File: src/pemv_pkg.sv
/*
 * Shared constants for the port egress permission block: port counts,
 * register offsets, control fields, presets and the fixed VLAN identifier.
 * Assumes a single system clock; nothing here holds logic.
 */
package pemv_pkg;
    localparam int NPORT = 12;
    localparam int NEGR  = 13;
    localparam int PORTW = 4;
    localparam int MACW  = 48;
    localparam int NMAC  = 16;
    localparam int IDXW  = 4;
    localparam int VIDW  = 12;
    localparam int ADRW  = 8;

    localparam logic [PORTW-1:0] CPU_PORT  = 4'hc;
    localparam logic [VIDW-1:0]  VID_FIXED = 12'h001;

    localparam logic [NEGR-1:0] MASK_ALL  = 13'h1fff;
    localparam logic [NEGR-1:0] MASK_ISO  = 13'h1000;
    localparam logic [NEGR-1:0] MASK_NONE = 13'h0000;

    localparam logic [ADRW-1:0] OFS_CTRL  = 8'h00;
    localparam logic [ADRW-1:0] OFS_VID   = 8'h04;
    localparam logic [ADRW-1:0] OFS_COUNT = 8'h08;
    localparam logic [ADRW-1:0] OFS_COL0  = 8'h40;
    localparam logic [ADRW-1:0] OFS_COLN  = 8'h6c;

    localparam int CTRL_EN_BIT   = 0;
    localparam int CTRL_PRE_LSB  = 1;
    localparam int CTRL_SAVE_BIT = 3;

    localparam logic [1:0] PRE_NONE = 2'h0;
    localparam logic [1:0] PRE_ALL  = 2'h1;
    localparam logic [1:0] PRE_ISO  = 2'h2;

    localparam logic CTRL_EN_RST = 1'b1;
endpackage

File: src/pemv_mask_col.sv
/*
 * One column of the permission matrix: the outgoing ports that one
 * ingress port may reach. Assumes write and preset strobes are one-cycle
 * pulses from the register logic on the same clock.
 */
module pemv_mask_col (
    // clock and reset
    input  wire logic                      clk,
    input  wire logic                      arst_n,
    // updates
    input  wire logic                      wrEn,
    input  wire logic [pemv_pkg::NEGR-1:0] wrData,
    input  wire logic                      presetAll,
    input  wire logic                      presetIso,
    // column contents
    output logic      [pemv_pkg::NEGR-1:0] colMask
);
    typedef struct packed {
        logic [pemv_pkg::NEGR-1:0] mask;
    } pemv_col_t;

    pemv_col_t stQ;
    pemv_col_t stD;

    always_comb begin
        stD = stQ;
        if (presetAll) begin
            stD.mask = pemv_pkg::MASK_ALL;
        end else if (presetIso) begin
            stD.mask = pemv_pkg::MASK_ISO;
        end else if (wrEn) begin
            stD.mask = wrData;
        end
    end

    // volatile storage, comes back all connected after reset
    always_ff @(posedge clk or negedge arst_n) begin
        if (!arst_n) begin
            stQ.mask <= pemv_pkg::MASK_ALL;
        end else begin
            stQ <= stD;
        end
    end

    assign colMask = stQ.mask;
endmodule

File: src/pemv_mac_table.sv
/*
 * Small learned address table mapping a station address to its port.
 * Lookup is combinational; learning overwrites a matching entry or the
 * next entry in round-robin order. Assumes requests on the same clock.
 */
module pemv_mac_table (
    // clock and reset
    input  wire logic                       clk,
    input  wire logic                       arst_n,
    // lookup
    input  wire logic [pemv_pkg::MACW-1:0]  lookMac,
    output logic                            hit,
    output logic      [pemv_pkg::PORTW-1:0] hitPort,
    // learning
    input  wire logic                       learnEn,
    input  wire logic [pemv_pkg::MACW-1:0]  learnMac,
    input  wire logic [pemv_pkg::PORTW-1:0] learnPort,
    output logic      [pemv_pkg::IDXW:0]    used
);
    typedef struct packed {
        logic [pemv_pkg::NMAC-1:0]                       valid;
        logic [pemv_pkg::NMAC-1:0][pemv_pkg::MACW-1:0]   mac;
        logic [pemv_pkg::NMAC-1:0][pemv_pkg::PORTW-1:0]  port;
        logic [pemv_pkg::IDXW-1:0]                       next;
        logic [pemv_pkg::IDXW:0]                         used;
    } pemv_tab_t;

    pemv_tab_t stQ;
    pemv_tab_t stD;
    logic      learnHit;
    logic [pemv_pkg::IDXW-1:0] learnIdx;

    always_comb begin
        hit      = 1'b0;
        hitPort  = '0;
        learnHit = 1'b0;
        learnIdx = stQ.next;
        for (int i = 0; i < pemv_pkg::NMAC; i++) begin
            if (stQ.valid[i] && stQ.mac[i] == lookMac) begin
                hit     = 1'b1;
                hitPort = stQ.port[i];
            end
            if (stQ.valid[i] && stQ.mac[i] == learnMac) begin
                learnHit = 1'b1;
                learnIdx = i[pemv_pkg::IDXW-1:0];
            end
        end
    end

    always_comb begin
        stD = stQ;
        if (learnEn) begin
            stD.valid[learnIdx] = 1'b1;
            stD.mac[learnIdx]   = learnMac;
            stD.port[learnIdx]  = learnPort;
            if (!learnHit) begin
                stD.next = stQ.next + 1'b1;
                if (!stQ.valid[learnIdx]) begin
                    stD.used = stQ.used + 1'b1;
                end
            end
        end
    end

    always_ff @(posedge clk or negedge arst_n) begin
        if (!arst_n) begin
            stQ <= '0;
        end else begin
            stQ <= stD;
        end
    end

    assign used = stQ.used;
endmodule

File: src/pemv_egress_filter.sv
/*
 * Port-based egress permission block for a twelve-port switch with an
 * internal management port. Holds the permission matrix behind an APB
 * slave and answers per-frame forwarding requests with an egress mask.
 * Assumes one system clock; forwarding requests come from logic on it.
 */
// What this block does
// forwarding uses the destination address's learned port, limited by the matrix
// every ingress port has its own independently written egress set
// traffic flows both ways only when each port permits the other
// with port-based operation on, the VLAN identifier is fixed at 1
// other functions needing a VLAN identifier must be given 1
// all-connected preset sets every permission bit including management
// isolation preset sets only the management egress bit in every column
// under isolation, front ports reach management only, never each other
// after reset the management port is grouped with every port
// frames for management from an unjoined front port are dropped
// columns are ingress ports, rows egress ports plus the management row
// matrix is volatile; a separate save strobe hands it to storage
// frames go only to permitted egress ports, dropped toward all others
module pemv_egress_filter (
    // clock and reset
    input  wire logic                       clk,
    input  wire logic                       arst_n,
    // apb slave
    input  wire logic                       psel,
    input  wire logic                       penable,
    input  wire logic                       pwrite,
    input  wire logic [pemv_pkg::ADRW-1:0]  paddr,
    input  wire logic [31:0]                pwdata,
    output logic      [31:0]                prdata,
    output logic                            pready,
    output logic                            pslverr,
    // forwarding request
    input  wire logic                       fwdReq,
    input  wire logic [pemv_pkg::PORTW-1:0] fwdIngress,
    input  wire logic [pemv_pkg::MACW-1:0]  fwdDstMac,
    input  wire logic [pemv_pkg::MACW-1:0]  fwdSrcMac,
    input  wire logic                       fwdToCpu,
    // forwarding answer
    output logic                            fwdValid,
    output logic      [pemv_pkg::NEGR-1:0]  fwdEgress,
    output logic      [pemv_pkg::VIDW-1:0]  fwdVid,
    // storage hand-off
    output logic                            saveStrobe,
    output logic      [pemv_pkg::NPORT-1:0][pemv_pkg::NEGR-1:0] saveImage
);
    typedef struct packed {
        logic                      rdy;
        logic [31:0]               rdata;
        logic                      err;
        logic                      enable;
        logic                      save;
        logic                      valid;
        logic [pemv_pkg::NEGR-1:0] egress;
    } pemv_top_t;

    pemv_top_t stQ;
    pemv_top_t stD;

    logic [pemv_pkg::NPORT-1:0][pemv_pkg::NEGR-1:0] colMask;
    logic [pemv_pkg::NPORT-1:0]                      colWr;
    logic [pemv_pkg::NEGR-1:0]                       selMask;
    logic [pemv_pkg::NEGR-1:0]                       selfBit;
    logic [pemv_pkg::NEGR-1:0]                       dstBit;
    logic                                            accFirst;
    logic                                            accDone;
    logic                                            ctrlWr;
    logic                                            presetAll;
    logic                                            presetIso;
    logic                                            isCol;
    logic [pemv_pkg::ADRW-1:0]                       colOfs;
    logic [pemv_pkg::PORTW-1:0]                      colIdx;
    logic                                            tabHit;
    logic [pemv_pkg::PORTW-1:0]                      tabPort;
    logic [pemv_pkg::IDXW:0]                         tabUsed;
    logic                                            ingOk;

    // apb phases: one wait state, then the write commits with pready
    assign accFirst  = psel && penable && !stQ.rdy;
    assign accDone   = psel && penable && stQ.rdy;
    assign ctrlWr    = accDone && pwrite && paddr == pemv_pkg::OFS_CTRL;
    assign presetAll = ctrlWr && pwdata[pemv_pkg::CTRL_PRE_LSB +: 2] == pemv_pkg::PRE_ALL;
    assign presetIso = ctrlWr && pwdata[pemv_pkg::CTRL_PRE_LSB +: 2] == pemv_pkg::PRE_ISO;
    assign isCol     = paddr >= pemv_pkg::OFS_COL0 && paddr <= pemv_pkg::OFS_COLN && paddr[1:0] == 2'h0;
    assign colOfs    = paddr - pemv_pkg::OFS_COL0;
    assign colIdx    = colOfs[pemv_pkg::PORTW+1:2];

    // one column per ingress port, the management row as top bit
    genvar g;
    generate
        for (g = 0; g < pemv_pkg::NPORT; g++) begin : gCol
            assign colWr[g] = accDone && pwrite && isCol && colIdx == pemv_pkg::PORTW'(g);
            pemv_mask_col uCol (
                .clk       (clk),
                .arst_n    (arst_n),
                .wrEn      (colWr[g]),
                .wrData    (pwdata[pemv_pkg::NEGR-1:0]),
                .presetAll (presetAll),
                .presetIso (presetIso),
                .colMask   (colMask[g])
            );
        end
    endgenerate

    pemv_mac_table uTab (
        .clk       (clk),
        .arst_n    (arst_n),
        .lookMac   (fwdDstMac),
        .hit       (tabHit),
        .hitPort   (tabPort),
        .learnEn   (fwdReq && ingOk),
        .learnMac  (fwdSrcMac),
        .learnPort (fwdIngress),
        .used      (tabUsed)
    );

    assign ingOk   = fwdIngress < pemv_pkg::PORTW'(pemv_pkg::NPORT);
    assign selMask = ingOk ? colMask[fwdIngress] : pemv_pkg::MASK_NONE;
    assign selfBit = pemv_pkg::NEGR'(1) << fwdIngress;
    assign dstBit  = fwdToCpu ? (pemv_pkg::NEGR'(1) << pemv_pkg::CPU_PORT)
                              : (pemv_pkg::NEGR'(1) << tabPort);

    always_comb begin
        logic [pemv_pkg::NEGR-1:0] allow;
        logic [pemv_pkg::NEGR-1:0] want;
        allow = '0;
        want  = '0;
        stD   = stQ;
        stD.save  = 1'b0;
        stD.valid = fwdReq;
        // disabled: nothing restricts forwarding beyond the ingress port
        allow = stQ.enable ? selMask : pemv_pkg::MASK_ALL;
        if (!ingOk) begin
            allow = pemv_pkg::MASK_NONE;
        end
        if (fwdToCpu || tabHit) begin
            want = dstBit;
        end else begin
            want = pemv_pkg::MASK_ALL;
        end
        stD.egress = fwdReq ? (want & allow & ~selfBit) : pemv_pkg::MASK_NONE;

        stD.rdy = accFirst;
        if (accFirst) begin
            stD.err   = 1'b0;
            stD.rdata = '0;
            if (paddr == pemv_pkg::OFS_CTRL) begin
                stD.rdata[pemv_pkg::CTRL_EN_BIT] = stQ.enable;
            end else if (paddr == pemv_pkg::OFS_VID) begin
                stD.rdata[pemv_pkg::VIDW-1:0] = pemv_pkg::VID_FIXED;
                stD.err = pwrite;
            end else if (paddr == pemv_pkg::OFS_COUNT) begin
                stD.rdata[pemv_pkg::IDXW:0] = tabUsed;
                stD.err = pwrite;
            end else if (isCol) begin
                stD.rdata[pemv_pkg::NEGR-1:0] = colMask[colIdx];
            end else begin
                stD.err = 1'b1;
            end
        end
        if (ctrlWr) begin
            stD.enable = pwdata[pemv_pkg::CTRL_EN_BIT];
            stD.save   = pwdata[pemv_pkg::CTRL_SAVE_BIT];
        end
    end

    always_ff @(posedge clk or negedge arst_n) begin
        if (!arst_n) begin
            stQ        <= '0;
            stQ.enable <= pemv_pkg::CTRL_EN_RST;
        end else begin
            stQ <= stD;
        end
    end

    assign prdata     = stQ.rdata;
    assign pready     = stQ.rdy;
    assign pslverr    = stQ.rdy && stQ.err;
    assign fwdValid   = stQ.valid;
    assign fwdEgress  = stQ.egress;
    // other functions reading this see the same fixed identifier
    assign fwdVid     = pemv_pkg::VID_FIXED;
    assign saveStrobe = stQ.save;
    assign saveImage  = colMask;
endmodule

File: config.mk
export PLATFORM = sky130hd
export DESIGN_NAME = pemv_egress_filter
export DESIGN_NICKNAME = d
export VERILOG_FILES = /design/src/pemv_pkg.sv /design/src/pemv_mask_col.sv /design/src/pemv_mac_table.sv /design/src/pemv_egress_filter.sv
export SDC_FILE = /design/constraint.sdc
export NUM_CORES = 2
export LEC_CHECK = 0
export BUFFER_PORTS_ARGS = -buffer_cell sky130_fd_sc_hd__buf_2
export CORE_ASPECT_RATIO = 1.25
export CORE_UTILIZATION = 55
export CTS_CLUSTER_DIAMETER = 40
export DETAILED_ROUTE_END_ITERATION = 12
export PLACE_DENSITY = 0.73
export SLEW_MARGIN = 20
export SYNTH_ARGS = -nofsm -noshare
export SYNTH_HDL_FRONTEND = slang
export SYNTH_SLANG_ARGS = --single-unit
File: constraint.sdc
create_clock -name clk -period 8.1 [get_ports clk]
set_clock_uncertainty 0.2 [all_clocks]
set_input_delay 0.81 -clock clk [delete_from_list [all_inputs] [get_ports clk]]
set_output_delay 0.81 -clock clk [all_outputs]
set_load 0.02 [all_outputs]
==> flow_summary.ini <==
[cts]
clock_latency_ps = 800
cts_post_setup_buffers_inserted = 0
cts_buffers = 144
ctsResizeCount = 0
clkSinkCount = 1044
cts.path.max_buffers = 3
clk_transition_reported_paths_ps = 60
tritoncts = built
cts-hold-fix-buffers = 1
htree_num_levels = 4
root_buffer = sky130_fd_sc_hd__clkbuf_16

[logic_synthesis]
synth.avg_cell_area_um2 = 10.7
ys_seq_elements = 1044
netlist_area_um2 = 61600
dominantRegCellSynth = sky130_fd_sc_hd__dfrtp_1
number_of_enable_flip_flop_cells_after_synthesis = 0
synthCells = 5742
ys_seq_area_frac = 0.428
netlist-cell-type-count = 95
netlist_top_cells_area = sky130_fd_sc_hd__dfrtp_1, sky130_fd_sc_hd__mux2_2, sky130_fd_sc_hd__xnor2_1
yosysWarningCount = 0
synth_largest_type_area_fraction = 0.361
synth_largest_area_cell = sky130_fd_sc_hd__dfrtp_1
synthArstFlopShare = 1.00

[pwr]
power-per-cell-area_nw_per_um2 = 342
ir_worst_vdd_mv = 0.275
report.power.total_mw = 23.7
power.leakage_nw = 29.4

[sta]
achievable-frequency_ghz = 0.165
final.setup.tns_ps = 0
final_min_period_over_clock_period = 0.747
final-setup-viol-count = 0
setup_repair_after_global_routing_missed_its_margin = no
final_max_slew_viol_count = 0
worstMarginPinSlew_ps = 1330
fin_crit_ps = 6050
holdWs_ps = 69.6
final_hold_viol_count = 0
worst_slew_margin_rel = 0.105

[die]
die_area_um2 = 113000
design.portCount = 364
placeableCoreArea_um2 = 110000
std_cell_rows = 136
die_h_um = 376
initial_core_util = 0.557
die_width_um = 301

[global_routing]
grt_max_degree = 178
global_route.overflow_total = 0
global_route.usage.total = 0.461
grt_antenna_before_repair = 13
first_pass_grt_wire_length_mm = 367
grt_pass1_vias = 50400

[cells_and_area]
finalCoreUtilization = 0.629
design.final.nets = 6076
finalNonFillerCells = 7501
area.growth.synth_to_final_pct = 12.8
drive_above_1_share = 0.284

[placement]
gp_routability_congestion = 1.08
place.detailed.hpwl_mm = 177
placed_cells_incl_taps = 7229
buffer_ports.inserted = 313

[outcome]
failing_checks = DRC
status = finished with violations

[detailed_routing]
num_vias = 50600
drt-initial-drc-count = 7112
antenna_nets_post_route = 0
postRouteWirelength_mm = 261
drt-pass1-iter-count = 11
drc = 42
routed_via_density = 6.74
drt-wirelength-per-cell_um = 34.8

[flow_run]
cap_violations = 0

[worst_setup_path]
reg2reg_from = uTab.stQ[628]
cpLargestDelayFamily = simple AND/OR/NAND/NOR gates
startpoint_type = input port
critPathMaxFanout = 33
endpoint_kind = flip-flop
crit_path_top_delay_cell = sky130_fd_sc_hd__nor2_4
timing.rr.end = uTab.used[1]
r2r_setup_slack_ps = 2630
critical_path_class = in2reg
timing.critical_path.cells = buf_2 -> inv_1 -> o22ai_1 -> nor4_1 -> and3_1 -> nor4bb_1 -> nor4_1 -> nand3_2 -> nor2_1 -> nand3_1 -> nor2_4 -> buf_12 -> mux2_2
cp_data_required_time_ps = 8550
max_stage_delay_ps = 940
crit_buf_inv = 3
timing.critical_path.arrival_ps = 6500
r2r_cells = 13
cpMostUsedCell = sky130_fd_sc_hd__nor4_1

[worst_hold_path]
timing.hold.worst.start = pwdata[3]
worstHoldEndpoint = saveStrobe
min-delay-path-class = in2reg
holdPathStages = 2
## metrics by stage
step           instance area [um^2]  worst slack, ps
4_1_cts                       69400             2540
6_report                      69400             2050
3_3_place_gp                  64400             1790
2_1_floorplan                 61700             3800
3_5_place_dp                  64400             1740
5_1_grt                       69400             2070
## area by class of cell
type,instances,area [um^2]
Timing Repair Buffer,525,3440
Sequential cell,1044,26300
Tap cell,1449,1810
Fill cell,8986,41000
Multi-Input combinational cell,4039,32200
Clock inverter,87,1050
Clock buffer,176,3940
Inverter,173,649
Antenna cell,8,20.0
## sequential cells by signal, summed over array words and instances (netlist names)
| register | count |
|---|---|
| uTab.stQ | 852 |
| gCol.uCol.colMask | 156 |
| fwdEgress | 13 |
| prdata | 13 |
| uTab.used | 5 |
| stQ | 2 |
| fwdValid | 1 |
| pready | 1 |
| saveStrobe | 1 |
## cell families after synthesis
kind of cell	share of synthesized area
AO/OA/AOI/OAI	0.0688
flip-flops	0.428
multiplexers	0.153
AND/OR/NAND/NOR	0.0996
other	0.000122
adder cells (fa/ha/maj)	0.000406
XOR/XNOR	0.196
buffers and inverters	0.0537
## worst max path at each step
stage / from / endpoint / slack (ps) / cells past startpoint
global route: fwdSrcMac[39] / uTab.stQ[205] / 2070 / 13
global placement: fwdSrcMac[39] / uTab.stQ[180] / 1790 / 13
detailed placement: fwdSrcMac[39] / uTab.stQ[205] / 1740 / 13
floorplan: fwdDstMac[14] / fwdEgress[7] / 3800 / 13
finish: fwdSrcMac[39] / uTab.stQ[205] / 2050 / 13
CTS: fwdSrcMac[39] / uTab.stQ[205] / 2540 / 13
## cells in the mapped netlist, types with 8 or more instances
master and count:
sky130_fd_sc_hd__dfrtp_1 887, sky130_fd_sc_hd__xnor2_1 714, sky130_fd_sc_hd__xor2_1 656, sky130_fd_sc_hd__mux2_2 619
sky130_fd_sc_hd__nand2_1 307, sky130_fd_sc_hd__o21ai_0 270, sky130_fd_sc_hd__buf_2 235, sky130_fd_sc_hd__nand4_1 205
sky130_fd_sc_hd__nor4_1 205, sky130_fd_sc_hd__nor2_1 191, sky130_fd_sc_hd__a21oi_1 173, sky130_fd_sc_hd__clkbuf_1 162
sky130_fd_sc_hd__inv_1 162, sky130_fd_sc_hd__dfstp_2 157, sky130_fd_sc_hd__buf_4 83, sky130_fd_sc_hd__mux4_2 78
sky130_fd_sc_hd__nand3_1 60, sky130_fd_sc_hd__o22ai_1 60, sky130_fd_sc_hd__nand2b_1 48, sky130_fd_sc_hd__mux2i_1 39
sky130_fd_sc_hd__nor3_1 33, sky130_fd_sc_hd__mux2_1 28, sky130_fd_sc_hd__nor2b_1 21, sky130_fd_sc_hd__o221ai_1 21
sky130_fd_sc_hd__buf_1 20, sky130_fd_sc_hd__or4_1 19, sky130_fd_sc_hd__or2_2 17, sky130_fd_sc_hd__a22o_1 16
sky130_fd_sc_hd__and2_1 15, sky130_fd_sc_hd__buf_6 14, sky130_fd_sc_hd__o2111ai_1 14, sky130_fd_sc_hd__o21ai_1 14
sky130_fd_sc_hd__o211ai_1 12, sky130_fd_sc_hd__o311ai_0 12, sky130_fd_sc_hd__and3_1 11, sky130_fd_sc_hd__a222oi_1 10
sky130_fd_sc_hd__a22oi_1 8
## routing by layer
layer	vias up	global-route usage	routed length [um]	part of all wire
met5	-	0	80	0.00031
met4	12	0.406	28400	0.11
met3	1390	0.190	37700	0.14
met2	4034	0.662	109000	0.42
met1	24900	0.527	85300	0.33
li1	20200	-	-	-
## report_power, final
group	internal, mW	switching [mW]
sequential	7.25	2.39
clock	4.04	2.62
combinational	3.80	3.62
## placed cells by master (no fill, tap or decap), types with 21 or more instances in the layout
cell	count
sky130_fd_sc_hd__clkinv_2	23
sky130_fd_sc_hd__buf_2	311
sky130_fd_sc_hd__conb_1	31
sky130_fd_sc_hd__dfrtp_1	887
sky130_fd_sc_hd__xnor2_1	714
sky130_fd_sc_hd__inv_1	162
sky130_fd_sc_hd__xor2_1	656
sky130_fd_sc_hd__nand2_1	303
sky130_fd_sc_hd__nand2b_1	48
sky130_fd_sc_hd__mux2_2	619
sky130_fd_sc_hd__mux2_1	28
sky130_fd_sc_hd__a21oi_1	173
sky130_fd_sc_hd__buf_4	191
sky130_fd_sc_hd__nor4_1	203
sky130_fd_sc_hd__nor2b_1	21
sky130_fd_sc_hd__clkbuf_16	148
sky130_fd_sc_hd__o22ai_1	60
sky130_fd_sc_hd__nand4_1	205
sky130_fd_sc_hd__nor2_1	183
sky130_fd_sc_hd__mux4_2	78
sky130_fd_sc_hd__nand3_1	60
sky130_fd_sc_hd__o221ai_1	21
sky130_fd_sc_hd__buf_12	21
sky130_fd_sc_hd__mux2i_1	39
sky130_fd_sc_hd__o21ai_0	267
sky130_fd_sc_hd__dfstp_2	157
sky130_fd_sc_hd__nor3_1	32
(Power assumes the default switching activity.)
